File: src/verilog/lamp_status_pkg.sv
package lamp_status_pkg;

	////////////////////////////////////////////////////////////////////////////////
	// register offsets on the management interface
	localparam logic [4:0]  REG_LAMP_CTRL       = 5'h1B;
	localparam logic [4:0]  REG_AUX_STATUS      = 5'h1C;
	localparam logic [4:0]  REG_PAIR_SKEW       = 5'h1D;
	localparam logic [4:0]  REG_RESERVED_30     = 5'h1E;

	// simple_lamp_control fields
	localparam int          BIT_L10_FORCE       = 15;
	localparam int          BIT_L10_OFF         = 14;
	localparam int          BIT_L100_FORCE      = 13;
	localparam int          BIT_L100_OFF        = 12;
	localparam int          BIT_L1000_FORCE     = 11;
	localparam int          BIT_L1000_OFF       = 10;
	localparam int          BIT_ACT_FORCE       = 7;
	localparam int          BIT_ACT_OFF         = 6;
	localparam int          BIT_PULSE_EN        = 3;
	localparam int          BIT_BLINK_EN        = 2;
	localparam int          BIT_BLINK_FAST      = 1;
	localparam logic [15:0] LAMP_CTRL_WMASK     = 16'hFCCE;
	localparam logic [15:0] LAMP_CTRL_RESET     = 16'h0000;

	// auxiliary_link_status fields
	localparam int          BIT_AN_DONE         = 15;
	localparam int          BIT_AN_OFF          = 14;
	localparam int          BIT_XOVER           = 13;
	localparam int          BIT_CD_SWAP         = 12;
	localparam int          POS_POLARITY        = 8;
	localparam int          BIT_FULL_DUPLEX     = 5;
	localparam int          POS_SPEED           = 3;
	localparam int          BIT_RETAIN          = 1;
	localparam logic        RETAIN_RESET        = 1'b1;

	// pair_skew_status fields
	localparam int          POS_SKEW_A          = 12;
	localparam int          POS_SKEW_B          = 8;
	localparam int          POS_SKEW_C          = 4;
	localparam int          POS_SKEW_D          = 0;

	localparam logic [1:0]  SPEED_10            = 2'h0;
	localparam logic [1:0]  SPEED_100           = 2'h1;
	localparam logic [1:0]  SPEED_1000          = 2'h2;

	////////////////////////////////////////////////////////////////////////////////
	// management frame
	localparam logic [1:0]  OP_READ             = 2'h2;
	localparam logic [1:0]  OP_WRITE            = 2'h1;
	localparam logic [5:0]  PREAMBLE_ONES       = 6'h20;

	////////////////////////////////////////////////////////////////////////////////
	// timing
	localparam int          CLK_HZ              = 10_000_000;
	localparam int          PULSE_PERIOD_US     = 200;
	localparam int          PULSE_ON_US         = 40;
	localparam int          BLINK_FAST_HZ       = 10;
	localparam int          BLINK_SLOW_HZ       = 5;
	localparam int          PULSE_PERIOD_CYC    = PULSE_PERIOD_US * (CLK_HZ / 1_000_000);
	localparam int          PULSE_ON_CYC        = PULSE_ON_US * (CLK_HZ / 1_000_000);
	localparam int          BLINK_FAST_HALF_CYC = CLK_HZ / (2 * BLINK_FAST_HZ);
	localparam int          BLINK_SLOW_HALF_CYC = CLK_HZ / (2 * BLINK_SLOW_HZ);
	localparam int          CNT_W               = 21;

	////////////////////////////////////////////////////////////////////////////////
	typedef struct packed {
		logic       an_complete;
		logic       an_enable;
		logic       crossover;
		logic       cd_swap;
		logic [3:0] polarity;
		logic       full_duplex_flag;
		logic [1:0] speed;
		logic       link_up;
		logic       activity;
		logic [2:0] skew_a;
		logic [2:0] skew_b;
		logic [2:0] skew_c;
		logic [2:0] skew_d;
	} link_status_type;

	typedef enum logic [2:0] {
		ST_PRE, ST_START, ST_OP, ST_PHY, ST_REG, ST_TURN, ST_WDATA, ST_RDATA
	} frame_state_type;

endpackage

File: src/verilog/phy_led_aux_status_regs.sv
// Functional notes
// - link-10 lamp forced on by lamp control bit 15, suppressed by bit 14.
// - link-100 lamp forced on by bit 13, disabled by bit 12, else default.
// - link-1000 lamp forced on by bit 11, disabled by bit 10, else default.
// - activity lamp forced on by bit 7, disabled by bit 6, else activity.
// - bit 3 pulses every lit lamp at 5 kHz, 20 percent duty.
// - bit 2 makes the activity lamp blink during activity.
// - bit 1 selects 10 Hz blink, clear selects 5 Hz.
// - aux status bit 15 mirrors the auto-negotiation complete flag.
// - aux status bit 14 is the inverse of auto-negotiation enable.
// - aux status bit 13 shows internal crossover performed.
// - aux status bit 12 shows C and D pairs swapped.
// - aux status bits 11 to 8 show polarity reversal on pairs A to D.
// - aux status bits 4:3 give speed 00/01/10 for 10/100/1000.
// - retain bit set keeps sticky bits across software reset.
// - retain bit clear returns sticky bits to defaults on software reset.
// - super-sticky bits, retain bit included, survive any software reset.
// - skew register gives 3-bit symbol-time skew per pair A to D.
// - register 30 is reserved and reads as zero.
// - simple lamp controls apply only under the simple lamp method.
module phy_led_aux_status_regs
	import lamp_status_pkg::*;
#(
	parameter int BLINK_FAST_HALF = BLINK_FAST_HALF_CYC,
	parameter int BLINK_SLOW_HALF = BLINK_SLOW_HALF_CYC
)
(
	input  wire logic            mclk,
	input  wire logic            resetn,
	input  wire logic            mdc,
	input  wire logic            mdio_in,
	output logic                 mdio_out_q,
	output logic                 mdio_oe_n_q,
	input  wire logic [4:0]      phy_addr,
	input  wire logic            soft_reset,
	input  wire link_status_type link_status,
	input  wire logic            lamp_method_enhanced,
	input  wire logic [3:0]      enhanced_lamp,
	output logic                 lamp_out_link10,
	output logic                 lamp_out_link100,
	output logic                 lamp_out_link1000,
	output logic                 lamp_out_activity
);

	////////////////////////////////////////////////////////////////////////////////
	// management frame receiver and responder

	frame_state_type state_q;
	logic            mdc_prev_q;
	logic [5:0]      cnt_q;
	logic [15:0]     in_sh_q;
	logic [15:0]     rd_sh_q;
	logic [1:0]      op_q;
	logic            phy_hit_q;
	logic [4:0]      reg_q;
	logic            mdc_rise;
	logic            in_bank;
	logic            read_ours;
	logic            wr_fire;
	logic [15:0]     wr_data;
	logic [15:0]     rdata;
	logic [15:0]     lamp_ctrl_q;
	logic            retain_q;

	assign mdc_rise  = mdc & ~mdc_prev_q;
	assign in_bank   = (reg_q >= REG_LAMP_CTRL) && (reg_q <= REG_RESERVED_30);
	// foreign phys and addresses outside the bank leave the pin released
	assign read_ours = phy_hit_q && in_bank && (op_q == OP_READ);
	// last data bit is taken straight off the pin at the 16th rise
	assign wr_data   = {in_sh_q[14:0], mdio_in};
	assign wr_fire   = mdc_rise && (state_q == ST_WDATA) && (cnt_q == 6'h0F)
	                   && phy_hit_q && (op_q == OP_WRITE);

	// reset as if high: an mdc already high at release is no false first bit
	always_ff @(posedge mclk or negedge resetn) begin
		if (!resetn) begin
			mdc_prev_q <= 1'b1;
		end else begin
			mdc_prev_q <= mdc;
		end
	end

	always_ff @(posedge mclk or negedge resetn) begin
		if (!resetn) begin
			in_sh_q <= '0;
		end else if (mdc_rise) begin
			in_sh_q <= {in_sh_q[14:0], mdio_in};
		end
	end

	// frame sequencing; a frame needs a fresh preamble, so a stray bit only
	// costs the host one retry rather than a misaligned write
	always_ff @(posedge mclk or negedge resetn) begin
		if (!resetn) begin
			state_q   <= ST_PRE;
			cnt_q     <= '0;
			op_q      <= '0;
			phy_hit_q <= 1'b0;
			reg_q     <= '0;
		end else if (mdc_rise) begin
			unique case (state_q)
				ST_PRE: begin
					if (mdio_in) begin
						if (cnt_q < PREAMBLE_ONES) begin
							cnt_q <= cnt_q + 1'b1;
						end
					end else if (cnt_q == PREAMBLE_ONES) begin
						cnt_q   <= '0;
						state_q <= ST_START;
					end else begin
						cnt_q <= '0;
					end
				end
				ST_START: begin
					cnt_q   <= '0;
					state_q <= mdio_in ? ST_OP : ST_PRE;
				end
				ST_OP: begin
					if (cnt_q == 6'h01) begin
						op_q    <= {in_sh_q[0], mdio_in};
						cnt_q   <= '0;
						state_q <= ST_PHY;
					end else begin
						cnt_q <= cnt_q + 1'b1;
					end
				end
				ST_PHY: begin
					if (cnt_q == 6'h04) begin
						phy_hit_q <= ({in_sh_q[3:0], mdio_in} == phy_addr);
						cnt_q     <= '0;
						state_q   <= ST_REG;
					end else begin
						cnt_q <= cnt_q + 1'b1;
					end
				end
				ST_REG: begin
					if (cnt_q == 6'h04) begin
						reg_q   <= {in_sh_q[3:0], mdio_in};
						cnt_q   <= '0;
						state_q <= ST_TURN;
					end else begin
						cnt_q <= cnt_q + 1'b1;
					end
				end
				// first turnaround bit only counted; the second picks read, write or skip
				ST_TURN: begin
					if (cnt_q == 6'h00) begin
						cnt_q <= 6'h01;
					end else if (read_ours) begin
						cnt_q   <= '0;
						state_q <= ST_RDATA;
					end else if (op_q == OP_WRITE) begin
						cnt_q   <= '0;
						state_q <= ST_WDATA;
					end else begin
						cnt_q   <= '0;
						state_q <= ST_PRE;
					end
				end
				ST_WDATA, ST_RDATA: begin
					if (cnt_q == 6'h0F) begin
						cnt_q   <= '0;
						state_q <= ST_PRE;
					end else begin
						cnt_q <= cnt_q + 1'b1;
					end
				end
			endcase
		end
	end

	// pin driven only for our own reads: zero in the second turnaround bit,
	// then data msb first, each bit changed just after a rising mdc edge
	always_ff @(posedge mclk or negedge resetn) begin
		if (!resetn) begin
			mdio_out_q  <= 1'b1;
			mdio_oe_n_q <= 1'b1;
			rd_sh_q     <= '0;
		end else if (mdc_rise) begin
			if (state_q == ST_TURN && cnt_q == 6'h00 && read_ours) begin
				mdio_out_q  <= 1'b0;
				mdio_oe_n_q <= 1'b0;
			end else if (state_q == ST_TURN && cnt_q == 6'h01 && read_ours) begin
				mdio_out_q <= rdata[15];
				rd_sh_q    <= {rdata[14:0], 1'b0};
			end else if (state_q == ST_RDATA && cnt_q != 6'h0F) begin
				mdio_out_q <= rd_sh_q[15];
				rd_sh_q    <= {rd_sh_q[14:0], 1'b0};
			end else begin
				mdio_out_q  <= 1'b1;
				mdio_oe_n_q <= 1'b1;
			end
		end
	end

	////////////////////////////////////////////////////////////////////////////////
	// register storage

	// sticky lamp controls; a write in the reset cycle wins
	always_ff @(posedge mclk or negedge resetn) begin
		if (!resetn) begin
			lamp_ctrl_q <= LAMP_CTRL_RESET;
		end else if (wr_fire && reg_q == REG_LAMP_CTRL) begin
			lamp_ctrl_q <= wr_data & LAMP_CTRL_WMASK;
		end else if (soft_reset && !retain_q) begin
			lamp_ctrl_q <= LAMP_CTRL_RESET;
		end // holds when retain set
	end

	// super-sticky: only the hard reset and a status-register write touch it
	always_ff @(posedge mclk or negedge resetn) begin
		if (!resetn) begin
			retain_q <= RETAIN_RESET;
		end else if (wr_fire && reg_q == REG_AUX_STATUS) begin
			retain_q <= wr_data[BIT_RETAIN];
		end
	end

	////////////////////////////////////////////////////////////////////////////////
	// read mux; status is sampled live at the turnaround

	// reserved bits 7:6, 2 and 0 of the status word fall out of the zero default
	always_comb begin
		rdata = '0;
		unique case (reg_q)
			REG_LAMP_CTRL: begin
				rdata = lamp_ctrl_q;
			end
			REG_AUX_STATUS: begin
				rdata[BIT_AN_DONE]                  = link_status.an_complete;
				rdata[BIT_AN_OFF]                   = ~link_status.an_enable;
				rdata[BIT_XOVER]                    = link_status.crossover;
				rdata[BIT_CD_SWAP]                  = link_status.cd_swap;
				rdata[POS_POLARITY+3:POS_POLARITY]  = link_status.polarity;
				rdata[BIT_FULL_DUPLEX]              = link_status.full_duplex_flag;
				rdata[POS_SPEED+1:POS_SPEED]        = link_status.speed;
				rdata[BIT_RETAIN]                   = retain_q;
			end
			REG_PAIR_SKEW: begin
				rdata[POS_SKEW_A+2:POS_SKEW_A]      = link_status.skew_a;
				rdata[POS_SKEW_B+2:POS_SKEW_B]      = link_status.skew_b;
				rdata[POS_SKEW_C+2:POS_SKEW_C]      = link_status.skew_c;
				rdata[POS_SKEW_D+2:POS_SKEW_D]      = link_status.skew_d;
			end
			default: begin
				rdata = '0;
			end
		endcase
	end

	////////////////////////////////////////////////////////////////////////////////
	// lamp timing

	logic             pulse_phase;
	logic             blink_phase;
	logic [CNT_W-1:0] blink_half;
	logic [CNT_W-1:0] blink_period;
	logic             act_default;
	logic             link10_on;
	logic             link100_on;
	logic             link1000_on;

	assign blink_half   = lamp_ctrl_q[BIT_BLINK_FAST] ? CNT_W'(BLINK_FAST_HALF)
	                                                  : CNT_W'(BLINK_SLOW_HALF);
	assign blink_period = {blink_half[CNT_W-2:0], 1'b0};

	// free running, so a lamp lit mid-period starts at any phase of the pulse
	phase_gen u_pulse (
		.mclk     (mclk),
		.resetn   (resetn),
		.period   (CNT_W'(PULSE_PERIOD_CYC)),
		.on_count (CNT_W'(PULSE_ON_CYC)),
		.phase_q  (pulse_phase)
	);

	// a rate change applies at once to the running period, so a runt half can occur
	phase_gen u_blink (
		.mclk     (mclk),
		.resetn   (resetn),
		.period   (blink_period),
		.on_count (blink_half),
		.phase_q  (blink_phase)
	);

	// blink replaces the steady activity indication
	assign act_default = link_status.activity & (~lamp_ctrl_q[BIT_BLINK_EN] | blink_phase);
	// reserved speed code lights no link lamp
	assign link10_on   = link_status.link_up && (link_status.speed == SPEED_10);
	assign link100_on  = link_status.link_up && (link_status.speed == SPEED_100);
	assign link1000_on = link_status.link_up && (link_status.speed == SPEED_1000);

	// each channel lets the enhanced method bypass every simple control
	lamp_channel u_lamp10 (
		.mclk        (mclk),
		.resetn      (resetn),
		.enhanced    (lamp_method_enhanced),
		.enhanced_on (enhanced_lamp[3]),
		.force_on    (lamp_ctrl_q[BIT_L10_FORCE]),
		.force_off   (lamp_ctrl_q[BIT_L10_OFF]),
		.default_on  (link10_on),
		.pulse_en    (lamp_ctrl_q[BIT_PULSE_EN]),
		.pulse_phase (pulse_phase),
		.lamp_q      (lamp_out_link10)
	);

	lamp_channel u_lamp100 (
		.mclk        (mclk),
		.resetn      (resetn),
		.enhanced    (lamp_method_enhanced),
		.enhanced_on (enhanced_lamp[2]),
		.force_on    (lamp_ctrl_q[BIT_L100_FORCE]),
		.force_off   (lamp_ctrl_q[BIT_L100_OFF]),
		.default_on  (link100_on),
		.pulse_en    (lamp_ctrl_q[BIT_PULSE_EN]),
		.pulse_phase (pulse_phase),
		.lamp_q      (lamp_out_link100)
	);

	lamp_channel u_lamp1000 (
		.mclk        (mclk),
		.resetn      (resetn),
		.enhanced    (lamp_method_enhanced),
		.enhanced_on (enhanced_lamp[1]),
		.force_on    (lamp_ctrl_q[BIT_L1000_FORCE]),
		.force_off   (lamp_ctrl_q[BIT_L1000_OFF]),
		.default_on  (link1000_on),
		.pulse_en    (lamp_ctrl_q[BIT_PULSE_EN]),
		.pulse_phase (pulse_phase),
		.lamp_q      (lamp_out_link1000)
	);

	lamp_channel u_lamp_act (
		.mclk        (mclk),
		.resetn      (resetn),
		.enhanced    (lamp_method_enhanced),
		.enhanced_on (enhanced_lamp[0]),
		.force_on    (lamp_ctrl_q[BIT_ACT_FORCE]),
		.force_off   (lamp_ctrl_q[BIT_ACT_OFF]),
		.default_on  (act_default),
		.pulse_en    (lamp_ctrl_q[BIT_PULSE_EN]),
		.pulse_phase (pulse_phase),
		.lamp_q      (lamp_out_activity)
	);

endmodule

File: src/verilog/phase_gen.sv
module phase_gen
	import lamp_status_pkg::*;
(
	input  wire logic             mclk,
	input  wire logic             resetn,
	input  wire logic [CNT_W-1:0] period,
	input  wire logic [CNT_W-1:0] on_count,
	output logic                  phase_q
);

	logic [CNT_W-1:0] cnt_q;

	// free running; a new period applies at once, a count already at or past its end wraps next cycle
	always_ff @(posedge mclk or negedge resetn) begin
		if (!resetn) begin
			cnt_q <= '0;
		end else if (cnt_q >= period - 1'b1) begin
			cnt_q <= '0;
		end else begin
			cnt_q <= cnt_q + 1'b1;
		end
	end

	always_ff @(posedge mclk or negedge resetn) begin
		if (!resetn) begin
			phase_q <= 1'b0;
		end else begin
			phase_q <= (cnt_q < on_count);
		end
	end

endmodule

File: src/verilog/lamp_channel.sv
module lamp_channel
	import lamp_status_pkg::*;
(
	input  wire logic mclk,
	input  wire logic resetn,
	input  wire logic enhanced,
	input  wire logic enhanced_on,
	input  wire logic force_on,
	input  wire logic force_off,
	input  wire logic default_on,
	input  wire logic pulse_en,
	input  wire logic pulse_phase,
	output logic      lamp_q
);

	logic lit;

	always_comb begin
		if (force_off) begin
			lit = 1'b0;
		end else if (force_on) begin
			lit = 1'b1;
		end else begin
			lit = default_on;
		end
	end

	// enhanced method owns the pin outright; none of the simple controls reach it
	always_ff @(posedge mclk or negedge resetn) begin
		if (!resetn) begin
			lamp_q <= 1'b0;
		end else if (enhanced) begin
			lamp_q <= enhanced_on;
		end else begin
			lamp_q <= lit & (~pulse_en | pulse_phase);
		end
	end

endmodule

File: config.mk
export PLATFORM = sky130hd
export DESIGN_NAME = phy_led_aux_status_regs
export DESIGN_NICKNAME = d
export VERILOG_FILES = /design/src/verilog/lamp_status_pkg.sv /design/src/verilog/phy_led_aux_status_regs.sv /design/src/verilog/phase_gen.sv /design/src/verilog/lamp_channel.sv
export SDC_FILE = /design/constraint.sdc
export NUM_CORES = 1
export LEC_CHECK = 0
export BUFFER_PORTS_ARGS = -buffer_cell sky130_fd_sc_hd__buf_4
export CAP_MARGIN = 20
export CORE_UTILIZATION = 65
export CTS_CLUSTER_DIAMETER = 150
export DETAILED_ROUTE_END_ITERATION = 7
export GPL_ROUTABILITY_DRIVEN = 0
export PLACE_DENSITY_LB_ADDON = 0.3
export SETUP_SLACK_MARGIN = 0.5
export SYNTH_ARGS = -nofsm -noshare
export SYNTH_HDL_FRONTEND = slang
export SYNTH_SLANG_ARGS = --single-unit
export TNS_END_PERCENT = 1
File: constraint.sdc
create_clock -name mclk -period 6.5 [get_ports mclk]
set_input_delay 0.65 -clock mclk [delete_from_list [all_inputs] [get_ports mclk]]
set_output_delay 0.65 -clock mclk [all_outputs]
set_load 0.01 [all_outputs]
==> results.json <==
{
  "hpwl_um": 7940,
  "drt-vias-per-instance": 5.96,
  "multi_input_area_um2": 2730,
  "status": "finished, final reports clean",
  "grt_use_total": 0.277,
  "core-area_um2": 8300,
  "ios": 46,
  "routed_wl_um": 11400,
  "synth-async-reset-ratio": 1.00,
  "setup_ws_ns": 3.45,
  "arrival_ns": 3.29,
  "leakagePower_nw": 2.94,
  "slowest_delay_ns": 0.80,
  "power_density_nw_per_um2": 202,
  "yosysMostFrequentCell": "nand2_1",
  "h-tree-depth": 3,
  "diodes": 0,
  "ys_ff_latch": 110,
  "place_inst": 707,
  "cts.sinks": 110,
  "synth_commonest_cells": "108 x nand2_1, 106 x dfrtp_1, 60 x nor2_1",
  "fmax_ghz": 0.328,
  "drive_gt1_frac": 0.176,
  "cts_resized": 0,
  "synthesis.area_um2": 5620,
  "antenna_found_initial": 0,
  "dieArea_um2": 9020,
  "fin_nets": 672,
  "setup_violations": 0,
  "finalHoldViolCount": 0,
  "cts-buffers-inserted": 9,
  "dieHeight_um": 95.0,
  "via_count": 4312,
  "postCtsSetupBuffers": 0,
  "period_minus_slack_ns": 3.05,
  "worstSkewPairLatency_ns": 0.38,
  "synth_cells": 567,
  "hold_path.class": "in2async",
  "fp.dieW_um": 95.0,
  "final-max-slew-violation-count": 0,
  "io_buffers": 45,
  "path_class": "reg2reg",
  "syn_area_per_cell_um2": 9.91,
  "endpoint_kind": "flip-flop",
  "place_ws_ns": 3.44,
  "ir_drop_mv": 0.124,
  "required_ns": 6.74,
  "floorplan.initialDensity": 0.677,
  "yosys_warnings": 0,
  "tns_ns": 0,
  "num_rows": 33,
  "synth_top_area_cell": "dfrtp_1",
  "cts_root_buf": "clkbuf_8",
  "slew_headroom": 0.357,
  "rsz0062_at_grt": "no",
  "layout.cells.non_filler": 724,
  "grt_max_degree": 86,
  "cts_tree": "done",
  "dr.pass1.iters": 5,
  "n_fill_cell": 567,
  "synth-edff-count": 0,
  "register_area_um2": 2760,
  "fin_crit_sh": 0.470,
  "clk_path_buf_depth": 2,
  "wl_per_cell_um": 15.8,
  "ant_nets": 0,
  "grt_pass1_wl_um": 19400,
  "synth-seq-area-share": 0.491,
  "cap_violations": 0,
  "crit_chain": "inv_1 > ha_1 > nand3b_1 > or4_1 > a41oi_2 > nor2_1",
  "yosys.cell_types.count": 67,
  "dpl-instance-area_um2": 6030,
  "area_growth_pct": 11.7,
  "cts_hold_buf": 0,
  "cp_slowest_cell": "a41oi_2",
  "drtIter0Drc": 209,
  "tightest_slew_ns": 0.965,
  "cp_num_buf_inv": 1,
  "finalClockSkew_ns": 0.0162,
  "clk_pin_slew_ns": 0.12,
  "reg2reg_slack_ns": 3.45,
  "grt-ovfl-total": 0,
  "critPathTopFamily": "simple AND/OR/NAND/NOR gates",
  "final_area_um2": 6270,
  "synth_top_area_share": 0.472,
  "synth_area_leaders": "dfrtp_1 47%, nand2_1 7.2%, ha_1 4.0%",
  "ys.flop_type": "dfrtp_1",
  "drc_errors": 0,
  "crit_path_start_kind": "flip-flop",
  "crit_fanout": 21,
  "grt_pass1_vias": 4082
}
## worst reg2reg max path: cells and delay by family (launching register included)
kind,cells,cell delay [ns]
compound gates,1,0.80
fa+ha+maj,1,0.38
buf+inv,1,0.23
flops,1,0.62
simple gates,3,0.91
## report_power, final
group / internal [mW] / total, mW / switching, mW
sequential: 0.713 / 0.741 / 0.0273
combinational: 0.0459 / 0.106 / 0.0600
clock: 0.159 / 0.424 / 0.265
## per-layer routing
layer / part of all wire / global-route usage / vias to the layer above
met5: 0 / 0 / -
met4: 0.011 / 0.0669 / 0
met3: 0.051 / 0.0572 / 17
met2: 0.50 / 0.459 / 121
met1: 0.43 / 0.374 / 2114
li1: - / - / 2060
## worst paths after layout
path                              startpoint                end  cells after the start
max                           lamp_ctrl_q[1]  u_blink.cnt_q[18]                      6
min                                   resetn           cnt_q[4]                      1
max reg2reg                   lamp_ctrl_q[1]  u_blink.cnt_q[18]                      6
min reg2reg                u_pulse.cnt_q[10]    u_pulse.phase_q                      1
max in group asynchronous             resetn           retain_q                      3
min in group mclk                        mdc         mdc_prev_q                      1
## registers in the layout, summed over array words and instances (netlist names)
name,cells
cnt_q,6
in_sh_q,15
lamp_ctrl_q,11
mdc_prev_q,1
mdio_oe_n_q,1
mdio_out_q,1
op_q,2
phy_hit_q,1
rd_sh_q,15
reg_q,5
retain_q,1
state_q,3
u_blink.cnt_q,21
u_blink.phase_q,1
u_lamp10.lamp_q,1
u_lamp100.lamp_q,1
u_lamp1000.lamp_q,1
u_lamp_act.lamp_q,1
u_pulse.cnt_q,21
u_pulse.phase_q,1
## through the flow
step,util,hold slack [ns],power (mW)
after floorplan,-,0.354,0.800
final,0.756,0.155,1.27
after detailed placement,0.726,0.446,0.858
after CTS,0.753,0.165,1.28
after global routing,0.756,0.181,1.32
after global placement,0.726,0.444,0.851
## placed cells by master (no fill, tap or decap), types with 3 or more instances in the layout
cell,n
a21oi_1,13
a22oi_1,3
a31oi_1,6
and3_1,7
buf_4,49
clkbuf_8,9
clkinv_8,3
conb_1,10
dfrtp_1,106
dfstp_2,4
ha_1,18
inv_1,11
mux2_2,14
mux2_4,9
mux2i_1,7
nand2_1,108
nand2b_1,6
nand3_1,30
nand4_1,10
nor2_1,60
nor2b_1,4
nor3_1,10
nor4_1,5
o21a_1,3
o21ai_0,14
o31ai_1,6
o41ai_1,4
xnor2_1,15
xor2_1,22
## cell families after synthesis
group           count (synthesis)  synth area share
compound gates                 75            0.0956
xor+xnor                       37            0.0577
fa+ha+maj                      18            0.0401
buf+inv                        34            0.0290
flops                         110             0.491
mux                            30            0.0646
other cells                     1          0.000668
simple gates                  262             0.221
## layout make-up
class                      instances  share of cell area
tap                              105              0.0209
timing repair buffer              50              0.0630
clock inverter                     7              0.0152
clock buffer                       9              0.0197
inverter                          11             0.00658
sequential                       110               0.439
multi-input combinational        432               0.435
No activity file was read; power rests on OpenSTA's default activity.
